--- src/uwbg_pkg.sv ---
package uwbg_pkg;
  // ==========================================================
  // register map
  localparam logic [2:0] ADDR_CSR = 3'h0;
  localparam logic [2:0] ADDR_FMT = 3'h1;
  localparam logic [2:0] ADDR_DATA = 3'h2;
  localparam logic [2:0] ADDR_BGC = 3'h3;
  localparam logic [2:0] ADDR_RLL = 3'h4;
  localparam logic [2:0] ADDR_RLH = 3'h5;
  // ==========================================================
  // serial_control_status fields
  localparam int CS_OVR = 7;
  localparam int CS_PERR = 6;
  localparam int CS_THRE = 5;
  localparam int CS_REN = 4;
  localparam int CS_TBX = 3;
  localparam int CS_RBX = 2;
  localparam int CS_TI = 1;
  localparam int CS_RI = 0;
  // ==========================================================
  // baud_gen_control fields
  localparam int BGC_IE = 7;
  localparam int BGC_EN = 6;
  localparam logic [1:0] PS_DIV12 = 2'h0;
  localparam logic [1:0] PS_DIV4 = 2'h1;
  localparam logic [1:0] PS_DIV48 = 2'h2;
  localparam logic [1:0] PS_DIV1 = 2'h3;
  localparam logic [5:0] PS_LAST12 = 6'h0B;
  localparam logic [5:0] PS_LAST4 = 6'h03;
  localparam logic [5:0] PS_LAST48 = 6'h2F;
  localparam logic [5:0] PS_LAST1 = 6'h00;
  localparam logic [15:0] TIMER_TOP = 16'hFFFF;
  // ==========================================================
  // reset values, sizes and parity types
  localparam logic [7:0] FMT_RESET = 8'h0C;
  localparam logic [7:0] BGC_RESET = 8'h00;
  localparam logic [7:0] RL_RESET = 8'h00;
  localparam logic [1:0] FIFO_DEPTH = 2'h3;
  localparam logic [1:0] PT_ODD = 2'h0;
  localparam logic [1:0] PT_EVEN = 2'h1;
  localparam logic [1:0] PT_MARK = 2'h2;
  localparam logic [1:0] PT_SPACE = 2'h3;
  // ==========================================================
  // types
  typedef struct packed {
    logic mce;
    logic [1:0] ptype;
    logic pe;
    logic [1:0] len;
    logic xbe;
    logic stop_long;
  } uwbg_fmt_t;
  typedef struct packed {
    logic xbit;
    logic [7:0] data;
  } uwbg_rx_ent_t;
  typedef enum logic [2:0] {ST_IDLE, ST_START, ST_DATA, ST_EXTRA,
    ST_STOP} uwbg_st_t;
endpackage

--- src/uwbg_uart.sv ---
module uwbg_uart import uwbg_pkg::*; (
  input wire logic mclk_i,
  input wire logic rst_n_i,
  input wire logic [2:0] addr_i,
  input wire logic [7:0] wdata_i,
  input wire logic wr_i,
  input wire logic rd_i,
  output logic [7:0] rdata_o,
  input wire logic rx_i,
  output logic tx_o,
  output logic irq_o
);
  // ==========================================================
  // software registers
  uwbg_fmt_t fmt;
  logic [7:0] fmt_reg, fmt_next, bgc_reg, bgc_next;
  logic [7:0] rll_reg, rll_next, rlh_reg, rlh_next;
  logic ren_reg, ren_next, tbx_reg, tbx_next;
  logic ti_reg, ti_next, ri_reg, ri_next;
  logic ovr_reg, ovr_next, perr_reg, perr_next;
  logic [7:0] rdata_reg, rdata_next;
  logic wr_cs, baud_en;
  logic [15:0] reload;
  // transmit side
  uwbg_st_t tx_st_reg, tx_st_next;
  logic [7:0] thr_reg, thr_next, tx_sh_reg, tx_sh_next;
  logic thre_reg, thre_next, tx_reg, tx_next, txx_reg, txx_next;
  logic [2:0] tx_bit_reg, tx_bit_next;
  logic [1:0] tx_half_reg, tx_half_next, tx_lim;
  logic tx_load, tx_ovf, tx_adv, ti_set;
  // receive side
  uwbg_st_t rx_st_reg, rx_st_next;
  logic rx_s1_reg, rx_s2_reg, rx_prev_reg;
  logic [7:0] rx_sh_reg, rx_sh_next;
  logic [2:0] rx_bit_reg, rx_bit_next;
  logic rx_half_reg, rx_half_next, rxx_reg, rxx_next;
  logic rx_restart, rx_ovf, rx_samp, rx_done;
  logic push, ovr_set, ri_set, perr_set, pop;
  uwbg_rx_ent_t rx_ent, head;
  uwbg_rx_ent_t fifo_mem [0:2];
  logic [1:0] wp_reg, wp_next, rp_reg, rp_next, cnt_reg, cnt_next;
  logic [2:0] last_bit;

  assign fmt = uwbg_fmt_t'(fmt_reg);
  assign baud_en = bgc_reg[BGC_EN];
  assign reload = {rlh_reg, rll_reg};
  assign last_bit = 3'h4 + {1'b0, fmt.len};
  assign wr_cs = wr_i && addr_i == ADDR_CSR;

  function automatic logic par_bit(input logic [7:0] d,
                                   input logic [1:0] len,
                                   input logic [1:0] pt);
    logic [7:0] m;
    m = 8'hFF >> (2'h3 - len);
    case (pt)
      PT_ODD: par_bit = ~^(d & m);
      PT_EVEN: par_bit = ^(d & m);
      PT_MARK: par_bit = 1'b1;
      default: par_bit = 1'b0;
    endcase
  endfunction

  // ==========================================================
  // baud timers: one per direction so each can phase-align
  uwbg_baud_timer u_tx_timer (
    .mclk_i(mclk_i),
    .rst_n_i(rst_n_i),
    .en_i(baud_en),
    .restart_i(tx_load),
    .presc_sel_i(bgc_reg[1:0]),
    .reload_i(reload),
    .ovf_o(tx_ovf)
  );
  uwbg_baud_timer u_rx_timer (
    .mclk_i(mclk_i),
    .rst_n_i(rst_n_i),
    .en_i(baud_en),
    .restart_i(rx_restart),
    .presc_sel_i(bgc_reg[1:0]),
    .reload_i(reload),
    .ovf_o(rx_ovf)
  );

  // ==========================================================
  // transmitter; each overflow is half a bit time
  always_comb begin
    tx_st_next = tx_st_reg;
    thr_next = thr_reg;
    thre_next = thre_reg;
    tx_sh_next = tx_sh_reg;
    tx_next = tx_reg;
    txx_next = txx_reg;
    tx_bit_next = tx_bit_reg;
    tx_half_next = tx_half_reg;
    tx_load = 1'b0;
    ti_set = 1'b0;
    if (tx_st_reg == ST_STOP && fmt.stop_long) begin
      tx_lim = (fmt.len == 2'h0) ? 2'h2 : 2'h3;
    end else begin
      tx_lim = 2'h1;
    end
    tx_adv = tx_ovf && tx_half_reg == tx_lim;
    if (tx_ovf) begin
      tx_half_next = tx_adv ? 2'h0 : tx_half_reg + 2'h1;
    end
    if (wr_i && addr_i == ADDR_DATA) begin
      thr_next = wdata_i;
      thre_next = 1'b0;
    end
    case (tx_st_reg)
      ST_IDLE: begin
        tx_next = 1'b1;
        if (baud_en && !thre_reg) begin
          tx_load = 1'b1;
          tx_sh_next = thr_reg;
          thre_next = 1'b0;
          if (!(wr_i && addr_i == ADDR_DATA)) begin
            thre_next = 1'b1;
          end
          // parity wins the slot after the data
          txx_next = fmt.pe ? par_bit(thr_reg, fmt.len, fmt.ptype)
                            : tbx_reg;
          tx_bit_next = 3'h0;
          tx_half_next = 2'h0;
          tx_next = 1'b0;
          tx_st_next = ST_START;
        end
      end
      ST_START: if (tx_adv) begin
        tx_next = tx_sh_reg[0];
        tx_st_next = ST_DATA;
      end
      ST_DATA: if (tx_adv) begin
        if (tx_bit_reg == last_bit) begin
          if (fmt.pe || fmt.xbe) begin
            tx_next = txx_reg;
            tx_st_next = ST_EXTRA;
          end else begin
            tx_next = 1'b1;
            ti_set = 1'b1;
            tx_st_next = ST_STOP;
          end
        end else begin
          tx_sh_next = {1'b0, tx_sh_reg[7:1]};
          tx_next = tx_sh_reg[1];
          tx_bit_next = tx_bit_reg + 3'h1;
        end
      end
      ST_EXTRA: if (tx_adv) begin
        tx_next = 1'b1;
        ti_set = 1'b1;
        tx_st_next = ST_STOP;
      end
      ST_STOP: if (tx_adv) begin
        tx_st_next = ST_IDLE;
      end
      default: tx_st_next = ST_IDLE;
    endcase
  end

  always_ff @(posedge mclk_i or negedge rst_n_i) begin
    if (!rst_n_i) begin
      tx_st_reg <= ST_IDLE;
      thr_reg <= 8'h00;
      thre_reg <= 1'b1;
      tx_sh_reg <= 8'h00;
      tx_reg <= 1'b1;
      txx_reg <= 1'b0;
      tx_bit_reg <= 3'h0;
      tx_half_reg <= 2'h0;
    end else begin
      tx_st_reg <= tx_st_next;
      thr_reg <= thr_next;
      thre_reg <= thre_next;
      tx_sh_reg <= tx_sh_next;
      tx_reg <= tx_next;
      txx_reg <= txx_next;
      tx_bit_reg <= tx_bit_next;
      tx_half_reg <= tx_half_next;
    end
  end

  // ==========================================================
  // receiver; samples land mid-bit since the timer restarts on edge
  always_ff @(posedge mclk_i or negedge rst_n_i) begin
    if (!rst_n_i) begin
      rx_s1_reg <= 1'b1;
      rx_s2_reg <= 1'b1;
      rx_prev_reg <= 1'b1;
    end else begin
      rx_s1_reg <= rx_i;
      rx_s2_reg <= rx_s1_reg;
      rx_prev_reg <= rx_s2_reg;
    end
  end

  assign rx_restart = rx_st_reg == ST_IDLE && rx_prev_reg && !rx_s2_reg
                      && ren_reg && baud_en;
  assign rx_samp = rx_ovf && rx_half_reg;

  always_comb begin
    rx_st_next = rx_st_reg;
    rx_sh_next = rx_sh_reg;
    rx_bit_next = rx_bit_reg;
    rx_half_next = rx_ovf ? !rx_half_reg : rx_half_reg;
    rxx_next = rxx_reg;
    rx_done = 1'b0;
    case (rx_st_reg)
      ST_IDLE: if (rx_restart) begin
        rx_half_next = 1'b0;
        rx_st_next = ST_START;
      end
      ST_START: if (rx_ovf) begin
        rx_half_next = 1'b0;
        rx_bit_next = 3'h0;
        rx_st_next = rx_s2_reg ? ST_IDLE : ST_DATA; // glitch filter
      end
      ST_DATA: if (rx_samp) begin
        rx_sh_next = {rx_s2_reg, rx_sh_reg[7:1]};
        rx_bit_next = rx_bit_reg + 3'h1;
        if (rx_bit_reg == last_bit) begin
          rx_st_next = (fmt.pe || fmt.xbe) ? ST_EXTRA : ST_STOP;
        end
      end
      ST_EXTRA: if (rx_samp) begin
        rxx_next = rx_s2_reg;
        rx_st_next = ST_STOP;
      end
      ST_STOP: if (rx_samp) begin
        rx_done = 1'b1;
        rx_st_next = ST_IDLE;
      end
      default: rx_st_next = ST_IDLE;
    endcase
    rx_ent.data = rx_sh_reg >> (2'h3 - fmt.len);
    rx_ent.xbit = (fmt.xbe && !fmt.pe) ? rxx_reg : rx_s2_reg;
    push = rx_done && rx_s2_reg && cnt_reg != FIFO_DEPTH;
    ovr_set = rx_done && rx_s2_reg && cnt_reg == FIFO_DEPTH;
    ri_set = push && (!fmt.mce || rx_ent.xbit);
    perr_set = rx_done && fmt.pe
      && rxx_reg != par_bit(rx_ent.data, fmt.len, fmt.ptype);
  end

  always_ff @(posedge mclk_i or negedge rst_n_i) begin
    if (!rst_n_i) begin
      rx_st_reg <= ST_IDLE;
      rx_sh_reg <= 8'h00;
      rx_bit_reg <= 3'h0;
      rx_half_reg <= 1'b0;
      rxx_reg <= 1'b0;
    end else begin
      rx_st_reg <= rx_st_next;
      rx_sh_reg <= rx_sh_next;
      rx_bit_reg <= rx_bit_next;
      rx_half_reg <= rx_half_next;
      rxx_reg <= rxx_next;
    end
  end

  // ==========================================================
  // receive FIFO
  assign head = fifo_mem[rp_reg];
  assign pop = rd_i && addr_i == ADDR_DATA && cnt_reg != 2'h0;

  always_comb begin
    wp_next = wp_reg;
    rp_next = rp_reg;
    cnt_next = cnt_reg;
    if (push) begin
      wp_next = (wp_reg == 2'h2) ? 2'h0 : wp_reg + 2'h1;
    end
    if (pop) begin
      rp_next = (rp_reg == 2'h2) ? 2'h0 : rp_reg + 2'h1;
    end
    if (push && !pop) begin
      cnt_next = cnt_reg + 2'h1;
    end else if (pop && !push) begin
      cnt_next = cnt_reg - 2'h1;
    end
  end

  always_ff @(posedge mclk_i) begin
    if (push) begin
      fifo_mem[wp_reg] <= rx_ent;
    end
  end

  // ==========================================================
  // register file and flags; hardware set beats software clear
  always_comb begin
    fmt_next = fmt_reg;
    bgc_next = bgc_reg;
    rll_next = rll_reg;
    rlh_next = rlh_reg;
    ren_next = ren_reg;
    tbx_next = tbx_reg;
    ti_next = ti_reg;
    ri_next = ri_reg;
    ovr_next = ovr_reg;
    perr_next = perr_reg;
    if (wr_i) begin
      case (addr_i)
        ADDR_CSR: begin
          ren_next = wdata_i[CS_REN];
          tbx_next = wdata_i[CS_TBX];
          ti_next = wdata_i[CS_TI];
          ovr_next = wdata_i[CS_OVR];
          perr_next = wdata_i[CS_PERR];
          // clearing is refused while more than one byte waits
          if (cnt_reg < 2'h2) begin
            ri_next = wdata_i[CS_RI];
          end
        end
        ADDR_FMT: fmt_next = wdata_i;
        ADDR_BGC: bgc_next = wdata_i;
        ADDR_RLL: rll_next = wdata_i;
        ADDR_RLH: rlh_next = wdata_i;
        default: fmt_next = fmt_reg;
      endcase
    end
    ti_next = ti_next | ti_set;
    ri_next = ri_next | ri_set;
    ovr_next = ovr_next | ovr_set;
    perr_next = perr_next | perr_set;
    rdata_next = 8'h00;
    if (rd_i) begin
      case (addr_i)
        // empty queue shows 0, never a stale or unwritten entry
        ADDR_CSR: rdata_next = {ovr_reg, perr_reg, thre_reg, ren_reg,
                                tbx_reg, head.xbit & (cnt_reg != 2'h0),
                                ti_reg, ri_reg};
        ADDR_FMT: rdata_next = fmt_reg;
        ADDR_DATA: rdata_next = pop ? head.data : 8'h00;
        ADDR_BGC: rdata_next = bgc_reg;
        ADDR_RLL: rdata_next = rll_reg;
        ADDR_RLH: rdata_next = rlh_reg;
        default: rdata_next = 8'h00;
      endcase
    end
  end

  always_ff @(posedge mclk_i or negedge rst_n_i) begin
    if (!rst_n_i) begin
      fmt_reg <= FMT_RESET;
      bgc_reg <= BGC_RESET;
      rll_reg <= RL_RESET;
      rlh_reg <= RL_RESET;
      ren_reg <= 1'b0;
      tbx_reg <= 1'b0;
      ti_reg <= 1'b0;
      ri_reg <= 1'b0;
      ovr_reg <= 1'b0;
      perr_reg <= 1'b0;
      rdata_reg <= 8'h00;
      wp_reg <= 2'h0;
      rp_reg <= 2'h0;
      cnt_reg <= 2'h0;
    end else begin
      fmt_reg <= fmt_next;
      bgc_reg <= bgc_next;
      rll_reg <= rll_next;
      rlh_reg <= rlh_next;
      ren_reg <= ren_next;
      tbx_reg <= tbx_next;
      ti_reg <= ti_next;
      ri_reg <= ri_next;
      ovr_reg <= ovr_next;
      perr_reg <= perr_next;
      rdata_reg <= rdata_next;
      wp_reg <= wp_next;
      rp_reg <= rp_next;
      cnt_reg <= cnt_next;
    end
  end

  assign rdata_o = rdata_reg;
  assign tx_o = tx_reg;
  assign irq_o = bgc_reg[BGC_IE] && (ti_reg || ri_reg);

  // ==========================================================
  // checks
  chk_irq_on_flag: assert property (@(posedge mclk_i)
    disable iff (!rst_n_i) bgc_reg[BGC_IE] && $rose(ti_reg) |-> irq_o)
    else $error("no interrupt on transmit flag");
  chk_flag_persists: assert property (@(posedge mclk_i)
    disable iff (!rst_n_i) ti_reg && !wr_cs |=> ti_reg)
    else $error("transmit flag cleared by hardware");
  chk_ri_clear_held: assert property (@(posedge mclk_i)
    disable iff (!rst_n_i) wr_cs && !wdata_i[CS_RI] && ri_reg
    && cnt_reg > 2'h1 |=> ri_reg) else $error("receive flag cleared");
  chk_fifo_bound: assert property (@(posedge mclk_i)
    disable iff (!rst_n_i) cnt_reg <= FIFO_DEPTH)
    else $error("fifo count above depth");
  chk_overrun_flag: assert property (@(posedge mclk_i)
    disable iff (!rst_n_i) rx_done && rx_s2_reg && cnt_reg == FIFO_DEPTH
    && !pop |=> ovr_reg && cnt_reg == FIFO_DEPTH)
    else $error("overrun missed");
  chk_ti_at_stop: assert property (@(posedge mclk_i)
    disable iff (!rst_n_i) tx_st_reg != ST_STOP ##1 tx_st_reg == ST_STOP
    |-> ti_reg && tx_o) else $error("stop entered without flag");
  chk_start_low: assert property (@(posedge mclk_i)
    disable iff (!rst_n_i) tx_st_reg == ST_START |-> !tx_o)
    else $error("start bit not low");
  chk_idle_high: assert property (@(posedge mclk_i)
    disable iff (!rst_n_i) tx_st_reg == ST_IDLE |-> tx_o)
    else $error("idle line not high");
  chk_read_head: assert property (@(posedge mclk_i)
    disable iff (!rst_n_i) pop |=> rdata_o == $past(head.data))
    else $error("data read not oldest byte");
endmodule

--- src/uwbg_baud_timer.sv ---
module uwbg_baud_timer import uwbg_pkg::*; (
  input wire logic mclk_i,
  input wire logic rst_n_i,
  input wire logic en_i,
  input wire logic restart_i,
  input wire logic [1:0] presc_sel_i,
  input wire logic [15:0] reload_i,
  output logic ovf_o
);
  logic [5:0] pre_reg, pre_next, pre_last;
  logic [15:0] cnt_reg, cnt_next;
  logic ovf_reg, ovf_next;

  // ==========================================================
  // prescaler and reloading up-counter
  always_comb begin
    case (presc_sel_i)
      PS_DIV12: pre_last = PS_LAST12;
      PS_DIV4: pre_last = PS_LAST4;
      PS_DIV48: pre_last = PS_LAST48;
      default: pre_last = PS_LAST1;
    endcase
    pre_next = pre_reg;
    cnt_next = cnt_reg;
    ovf_next = 1'b0;
    // restart aligns the half-bit phase to a frame edge
    if (!en_i || restart_i) begin
      pre_next = 6'h00;
      cnt_next = reload_i;
    end else if (pre_reg == pre_last) begin
      pre_next = 6'h00;
      if (cnt_reg == TIMER_TOP) begin
        cnt_next = reload_i;
        ovf_next = 1'b1;
      end else begin
        cnt_next = cnt_reg + 16'h0001;
      end
    end else begin
      pre_next = pre_reg + 6'h01;
    end
  end

  always_ff @(posedge mclk_i or negedge rst_n_i) begin
    if (!rst_n_i) begin
      pre_reg <= 6'h00;
      cnt_reg <= 16'h0000;
      ovf_reg <= 1'b0;
    end else begin
      pre_reg <= pre_next;
      cnt_reg <= cnt_next;
      ovf_reg <= ovf_next;
    end
  end

  assign ovf_o = ovf_reg;

  chk_reload_on_ovf: assert property (@(posedge mclk_i)
    disable iff (!rst_n_i) ovf_reg && $stable(reload_i)
    |-> cnt_reg == reload_i) else $error("timer not reloaded");
  chk_gen_disabled: assert property (@(posedge mclk_i)
    disable iff (!rst_n_i) !en_i |=> !ovf_reg)
    else $error("tick while disabled");
endmodule

--- config.mk ---
export PLATFORM = sky130hd
export DESIGN_NAME = uwbg_uart
export DESIGN_NICKNAME = d
export VERILOG_FILES = /design/src/uwbg_pkg.sv /design/src/uwbg_uart.sv /design/src/uwbg_baud_timer.sv
export SDC_FILE = /design/constraint.sdc
export NUM_CORES = 1
export LEC_CHECK = 0
export BUFFER_PORTS_ARGS = -buffer_cell sky130_fd_sc_hd__buf_2
export CAP_MARGIN = 20
export CORE_MARGIN = 2
export CORE_UTILIZATION = 35
export CTS_CLUSTER_SIZE = 12
export DETAILED_ROUTE_END_ITERATION = 6
export PLACE_DENSITY_LB_ADDON = 0.25
export SLEW_MARGIN = 20
export SYNTH_ARGS = -nofsm -noshare
export SYNTH_HDL_FRONTEND = slang
export SYNTH_HIERARCHICAL = 1
export SYNTH_SLANG_ARGS = --single-unit
--- constraint.sdc ---
create_clock -name mclk_i -period 5.6 [get_ports mclk_i]
set_clock_uncertainty 0.15 [all_clocks]
set_input_delay 1.12 -clock mclk_i [delete_from_list [all_inputs] [get_ports mclk_i]]
set_output_delay 1.12 -clock mclk_i [all_outputs]
set_load 0.005 [all_outputs]
== Word level (Yosys, flattened, before mapping) ==
Memories as Yosys holds them, arrays and structs flattened.
Cells that the tools add are included.

* $add $sub $neg: 13
* $lt $le $gt $ge: 1
* Equality and inequality tests: 42
* Shifts and indexed selects: 2
* Mux-type cells: 96
* Bitwise logic cells: 7
* Reduce and logical (&&, ||, !) cells: 64

{| class="wikitable"
|+ Operators with widths
! operator !! number
|-
| two-way mux 16 bit || 6
|-
| two-way mux 3 bit || 18
|-
| one-hot mux 8 bit (6 select lines) || 1
|-
| two-way mux 1 bit || 41
|-
| two-way mux 8 bit || 5
|-
| adder 16 x 1 -> 16 bit (second input constant) || 2
|-
| == test 16 bit (second input constant) || 2
|-
| one-hot mux 3 bit (5 select lines) || 2
|-
| two-way mux 6 bit || 4
|-
| != test 2 bit (second input constant) || 12
|-
| logical AND 1 bit || 21
|-
| two-way mux 2 bit || 10
|-
| == test 3 x 2 -> 1 bit (second input constant) || 6
|-
| one-hot mux 6 bit (3 select lines) || 1
|-
| AND 8 bit || 2
|-
| one-hot mux 8 bit (2 select lines) || 1
|-
| AND reduction 2 bit || 8
|-
| XNOR reduction 8 bit || 2
|-
| XOR reduction 8 bit || 2
|-
| adder 6 x 1 -> 6 bit (second input constant) || 2
|-
| == test 3 bit (second input constant) || 4
|-
| == test 6 bit || 2
|-
| one-hot mux 3 bit (2 select lines) || 2
|-
| AND reduction 6 bit || 2
|-
| other kinds (28) || 67
|}

* Register bits after elaboration: 144
* RAM bits: 27
* Output and inout port bits: 10
* Word-level logic and storage cells: 262
* Memories kept: 1

{| class="wikitable"
|+ Memory list
! memory !! depth !! bits a word !! read ports !! clocked after memory_dff !! write ports !! RTL line !! RTL
|-
| fifo_mem || 3 || 9 || 1 || 0 || 1 || uwbg_uart.sv:40 || <nowiki>uwbg_rx_ent_t fifo_mem [0:2];</nowiki>
|}

== Depth between registers and ports, before layout ==
* Depth in word-level cells: 9
* Depth in mapped cells: 10
* Depth with buffers taken out: 8

== Modules after synthesis ==
Netlist, hierarchy kept.

{| class="wikitable"
|+ Modules (own cells, without submodules)
! module !! instances !! cells an instance !! area an instance (um2) !! seq. area each (um2)
|-
| uwbg_uart || 1 || 528 || 6074.6 || 3271.9
|-
| uwbg_baud_timer || 2 || 167 || 1462.7 || 575.6
|}

== Worst setup path before layout ==
OpenSTA, ideal clock, no wires.

* Path kind: input port to flip-flop
* Start point: in addr_i[2]
* End point: reg cnt_reg[1] (netlist name)
* Library setup time: 0.079 ns
* Data arrival time: 2.518 ns
* Required time: 5.371 ns
* Setup slack: 2.853 ns
* Stages on the path: 8
* Path buffers: 1
* Cell sequence: clkbuf_1 -> nor2_1 -> o2111a_1 -> clkinv_1 -> ha_1 -> xor2_1 -> nor2_1 -> xor2_1

{| class="wikitable"
|+ RTL lines
! item !! RTL line !! RTL
|-
| start: declaration || uwbg_uart.sv:4 || <nowiki>input wire logic [2:0] addr_i,</nowiki>
|}

== Final worst setup path ==
* Start point: reg bgc_reg[6]
* End point: reg u_rx_timer.cnt_reg[4]

* Longest elaborated chain between the ends: 3
* Elaborated cells between the ends (all ways): 5

{| class="wikitable"
|+ RTL lines
! item !! RTL line !! RTL
|-
| start: declaration || uwbg_uart.sv:16 || <nowiki>logic [7:0] fmt_reg, fmt_next, bgc_reg, bgc_next;</nowiki>
|-
| start signal: assignment || uwbg_uart.sv:360 || <nowiki>bgc_reg <= bgc_next;</nowiki>
|-
| logical AND 1 bit * || uwbg_uart.sv:198 || <nowiki>&& ren_reg && baud_en;</nowiki>
|-
| via rx_restart || uwbg_uart.sv:37 || <nowiki>logic rx_restart, rx_ovf, rx_samp, rx_done;</nowiki>
|-
| logical OR 1 bit * || uwbg_baud_timer.sv:27 || <nowiki>if (!en_i || restart_i) begin</nowiki>
|-
| two-way mux 16 bit / nonzero test 2 bit (equally long branches) || n/a ||
|-
| end signal: assignment || uwbg_baud_timer.sv:50 || <nowiki>cnt_reg <= cnt_next;</nowiki>
|-
| end: declaration || uwbg_baud_timer.sv:11 || <nowiki>logic [15:0] cnt_reg, cnt_next;</nowiki>
|}

Mark *: on every way through the listed nets, which the timed path passes. The rest lies on a longest branch.
A chain may end at the register's enable or synchronous reset.

==> flow_summary.json <==
{
  "yosysWarningCount": 6,
  "start_util_pct": 35.74,
  "multiInputGateArea_um2": 4262,
  "slew_headroom_pct": 30.45,
  "finalInstanceArea_um2": 9926,
  "critical_path.startpoint_type": "register",
  "antenna_found_initial": 1,
  "rows": 58,
  "cts_hold_buf": 0,
  "fin_total_pwr_mw": 3.991,
  "cts_sinks": 171,
  "maxSlewViolCount": 0,
  "use_met3_pct": 3.308,
  "hold_ws_ns": 0.2201,
  "hp-class": "reg2reg",
  "antenna_cells": 0,
  "syn_area_um2": 9000,
  "cp-endpoint": "u_rx_timer/cnt_reg[4]",
  "overflow": 0,
  "synth_common_cells": "137 x dfrtp_1, 82 x nor2_1, 57 x o21ai_0, 54 x a21oi_1, 54 x mux2_2",
  "cts_root_buffer": "clkbuf_16",
  "grt_usage_pct": 17.15,
  "critPathKind": "reg2reg",
  "placed_cell_area_um2": 9326,
  "io_pins": 26,
  "die_x_um": 164.4,
  "drc": 0,
  "p_leak_nw": 3.911,
  "cap_violations": 0,
  "synth_top_area_share_pct": 38.09,
  "status": "finished clean",
  "area_growth_pct": 10.29,
  "post_cts_resize_count": 0,
  "arrival_ns": 3.21,
  "syn_area_per_cell_um2": 10.44,
  "min_path_cells": 0,
  "ir_drop_mv": 0.2155,
  "wl_per_cell_um": 18.41,
  "largest_reg_flops": 27,
  "netlist-cell-type-count": 77,
  "cp_max_fo": 27,
  "netlist.top_cell.by_area": "dfrtp_1",
  "synth-edff-count": 27,
  "io_buffers": 25,
  "worst_pin_slew_ns": 1.039,
  "cts_made_buffers": 17,
  "wirelength_um": 22100,
  "reg2reg_from": "bgc_reg[6]",
  "seqCellArea_um2": 4423,
  "dp_hpwl_um": 15220,
  "synthCells": 862,
  "ys_ff_latch": 171,
  "htreeDepth": 4,
  "p_per_area_nw_per_um2": 402.1,
  "global_route.usage.met1_pct": 25.73,
  "yosys_most_used_dff": "dfrtp_1",
  "routabilityCongestion": 0.7860,
  "synth_fp_nets": 887,
  "worstPathRequired_ns": 5.77,
  "clock_latency_ns": 0.44,
  "drt-initial-drc-count": 529,
  "setup_viol": 0,
  "worstReg2RegEnd": "u_rx_timer/cnt_reg[4]",
  "clk_pin_slew_worst_paths_ns": 0.07,
  "grt_pass1_wl_um": 35620,
  "route.vias.total": 6626,
  "rr_worst_depth": 7,
  "fp.dieArea_um2": 27010,
  "grt_pass1_vias": 6223,
  "critPathLaunch": "bgc_reg[6]",
  "use_met2_pct": 24.86,
  "core_area_um2": 25180,
  "die_h_um": 164.4,
  "fill_cells": 2441,
  "hold_violations": 0,
  "endpoint_kind": "register",
  "worst-r2r-setup-slack_ns": 2.56,
  "synth_area_leaders": "dfrtp_1 38%, edfxtp_1 9.0%, mux2_2 6.8%",
  "finalCritPeriodShare_pct": 54.30,
  "yosysSeqAreaShare_pct": 49.15,
  "ant_nets": 0,
  "tns_ns": 0,
  "grt_setup_unrepaired": "no",
  "post-cts-setup-buffer-count": 0,
  "fin_nets": 882,
  "grt_max_degree": 62,
  "timing.fmax_mhz": 328.9,
  "async_flop_share_pct": 84.21,
  "top_usage_layer": "met1",
  "fin_crit_ns": 3.041,
  "avgViaCountPerCell": 5.522,
  "synth_most_common_cell": "dfrtp_1",
  "cts_tree": "yes",
  "dr.pass1.iters": 7,
  "clockBufferDepth": 2,
  "drive_gt1_share_pct": 17.24
}
cells in the final DEF, fill, tap and decap left out, types with 9 or more instances in the layout:
cell type and instances:
a211oi_1 11, a21oi_1 54, and3_1 13, and4_1 10, buf_2 24, clkbuf_16 17, dfrtp_1 137, edfxtp_1 27
ha_1 9, inv_1 21, mux2_2 54, mux2i_1 29, nand2_1 53, nand3_1 36, nand4_1 19, nor2_1 82
nor2b_1 11, nor3_1 16, o21ai_0 57, xnor2_1 19, xor2_1 11
cells by family (layout without fill, tap and decap cells):
family | count (synthesis) | after routing | share of synthesized area (%)
mux | 89 | 89 | 11.39
xor+xnor | 32 | 32 | 3.420
simple gates | 279 | 279 | 15.96
buf+inv | 76 | 84 | 3.865
flops | 171 | 171 | 49.15
compound gates | 206 | 206 | 14.97
fa+ha+maj | 9 | 9 | 1.251
report_power, final:
group / total, mW / leakage [nW] / internal, mW / switching (mW)
logic: 0.941 / 1.62 / 0.417 / 0.524
registers: 1.89 / 2.01 / 1.52 / 0.369
clock network: 1.16 / 0.277 / 0.594 / 0.564
total: 3.99 / 3.91 / 2.53 / 1.46
critical path, stage by stage (launching register included):
cell and delay, ns:
dfrtp_1 0.53, nand4b_1 0.20, nor4_1 0.52, nand2b_1 0.76, a41oi_4 0.27, nor2_1 0.23
a21oi_1 0.06, o32a_1 0.19
stage by stage:
step | worst slack [ns] | cells | utilization (%)
after CTS | 2.383 | 1200 | 39.33
after global placement | 2.413 | 1168 | 37.04
after detailed placement | 2.425 | 1168 | 37.04
after global routing | 2.287 | 1200 | 39.42
final | 2.559 | 1200 | 39.42
after floorplan | 2.853 | 862 | -
metal layers:
metal  part of all wire, %  wire (um)
met1                    50      10970
met2                    44       9652
met3                   5.2       1151
met4                   1.5        327
met5                     0          0
area by class of cell:
type | instances | area share [%]
tap | 330 | 4.160
clock inverter | 15 | 1.525
sequential | 171 | 44.56
inverter | 22 | 0.8320
clock buffer | 17 | 4.286
multi-input combinational | 615 | 42.93
timing repair buffer | 30 | 1.702
worst min path at each step:
| stage | start | to |
|---|---|---|
| detailed placement | rx_s1_reg | rx_s2_reg |
| floorplan | rx_s1_reg | rx_s2_reg |
| global placement | rx_s1_reg | rx_s2_reg |
| global route | rx_s1_reg | rx_s2_reg |
| finish | rx_s1_reg | rx_s2_reg |
| CTS | rx_s1_reg | rx_s2_reg |
Power figures use the tool's default switching activity.
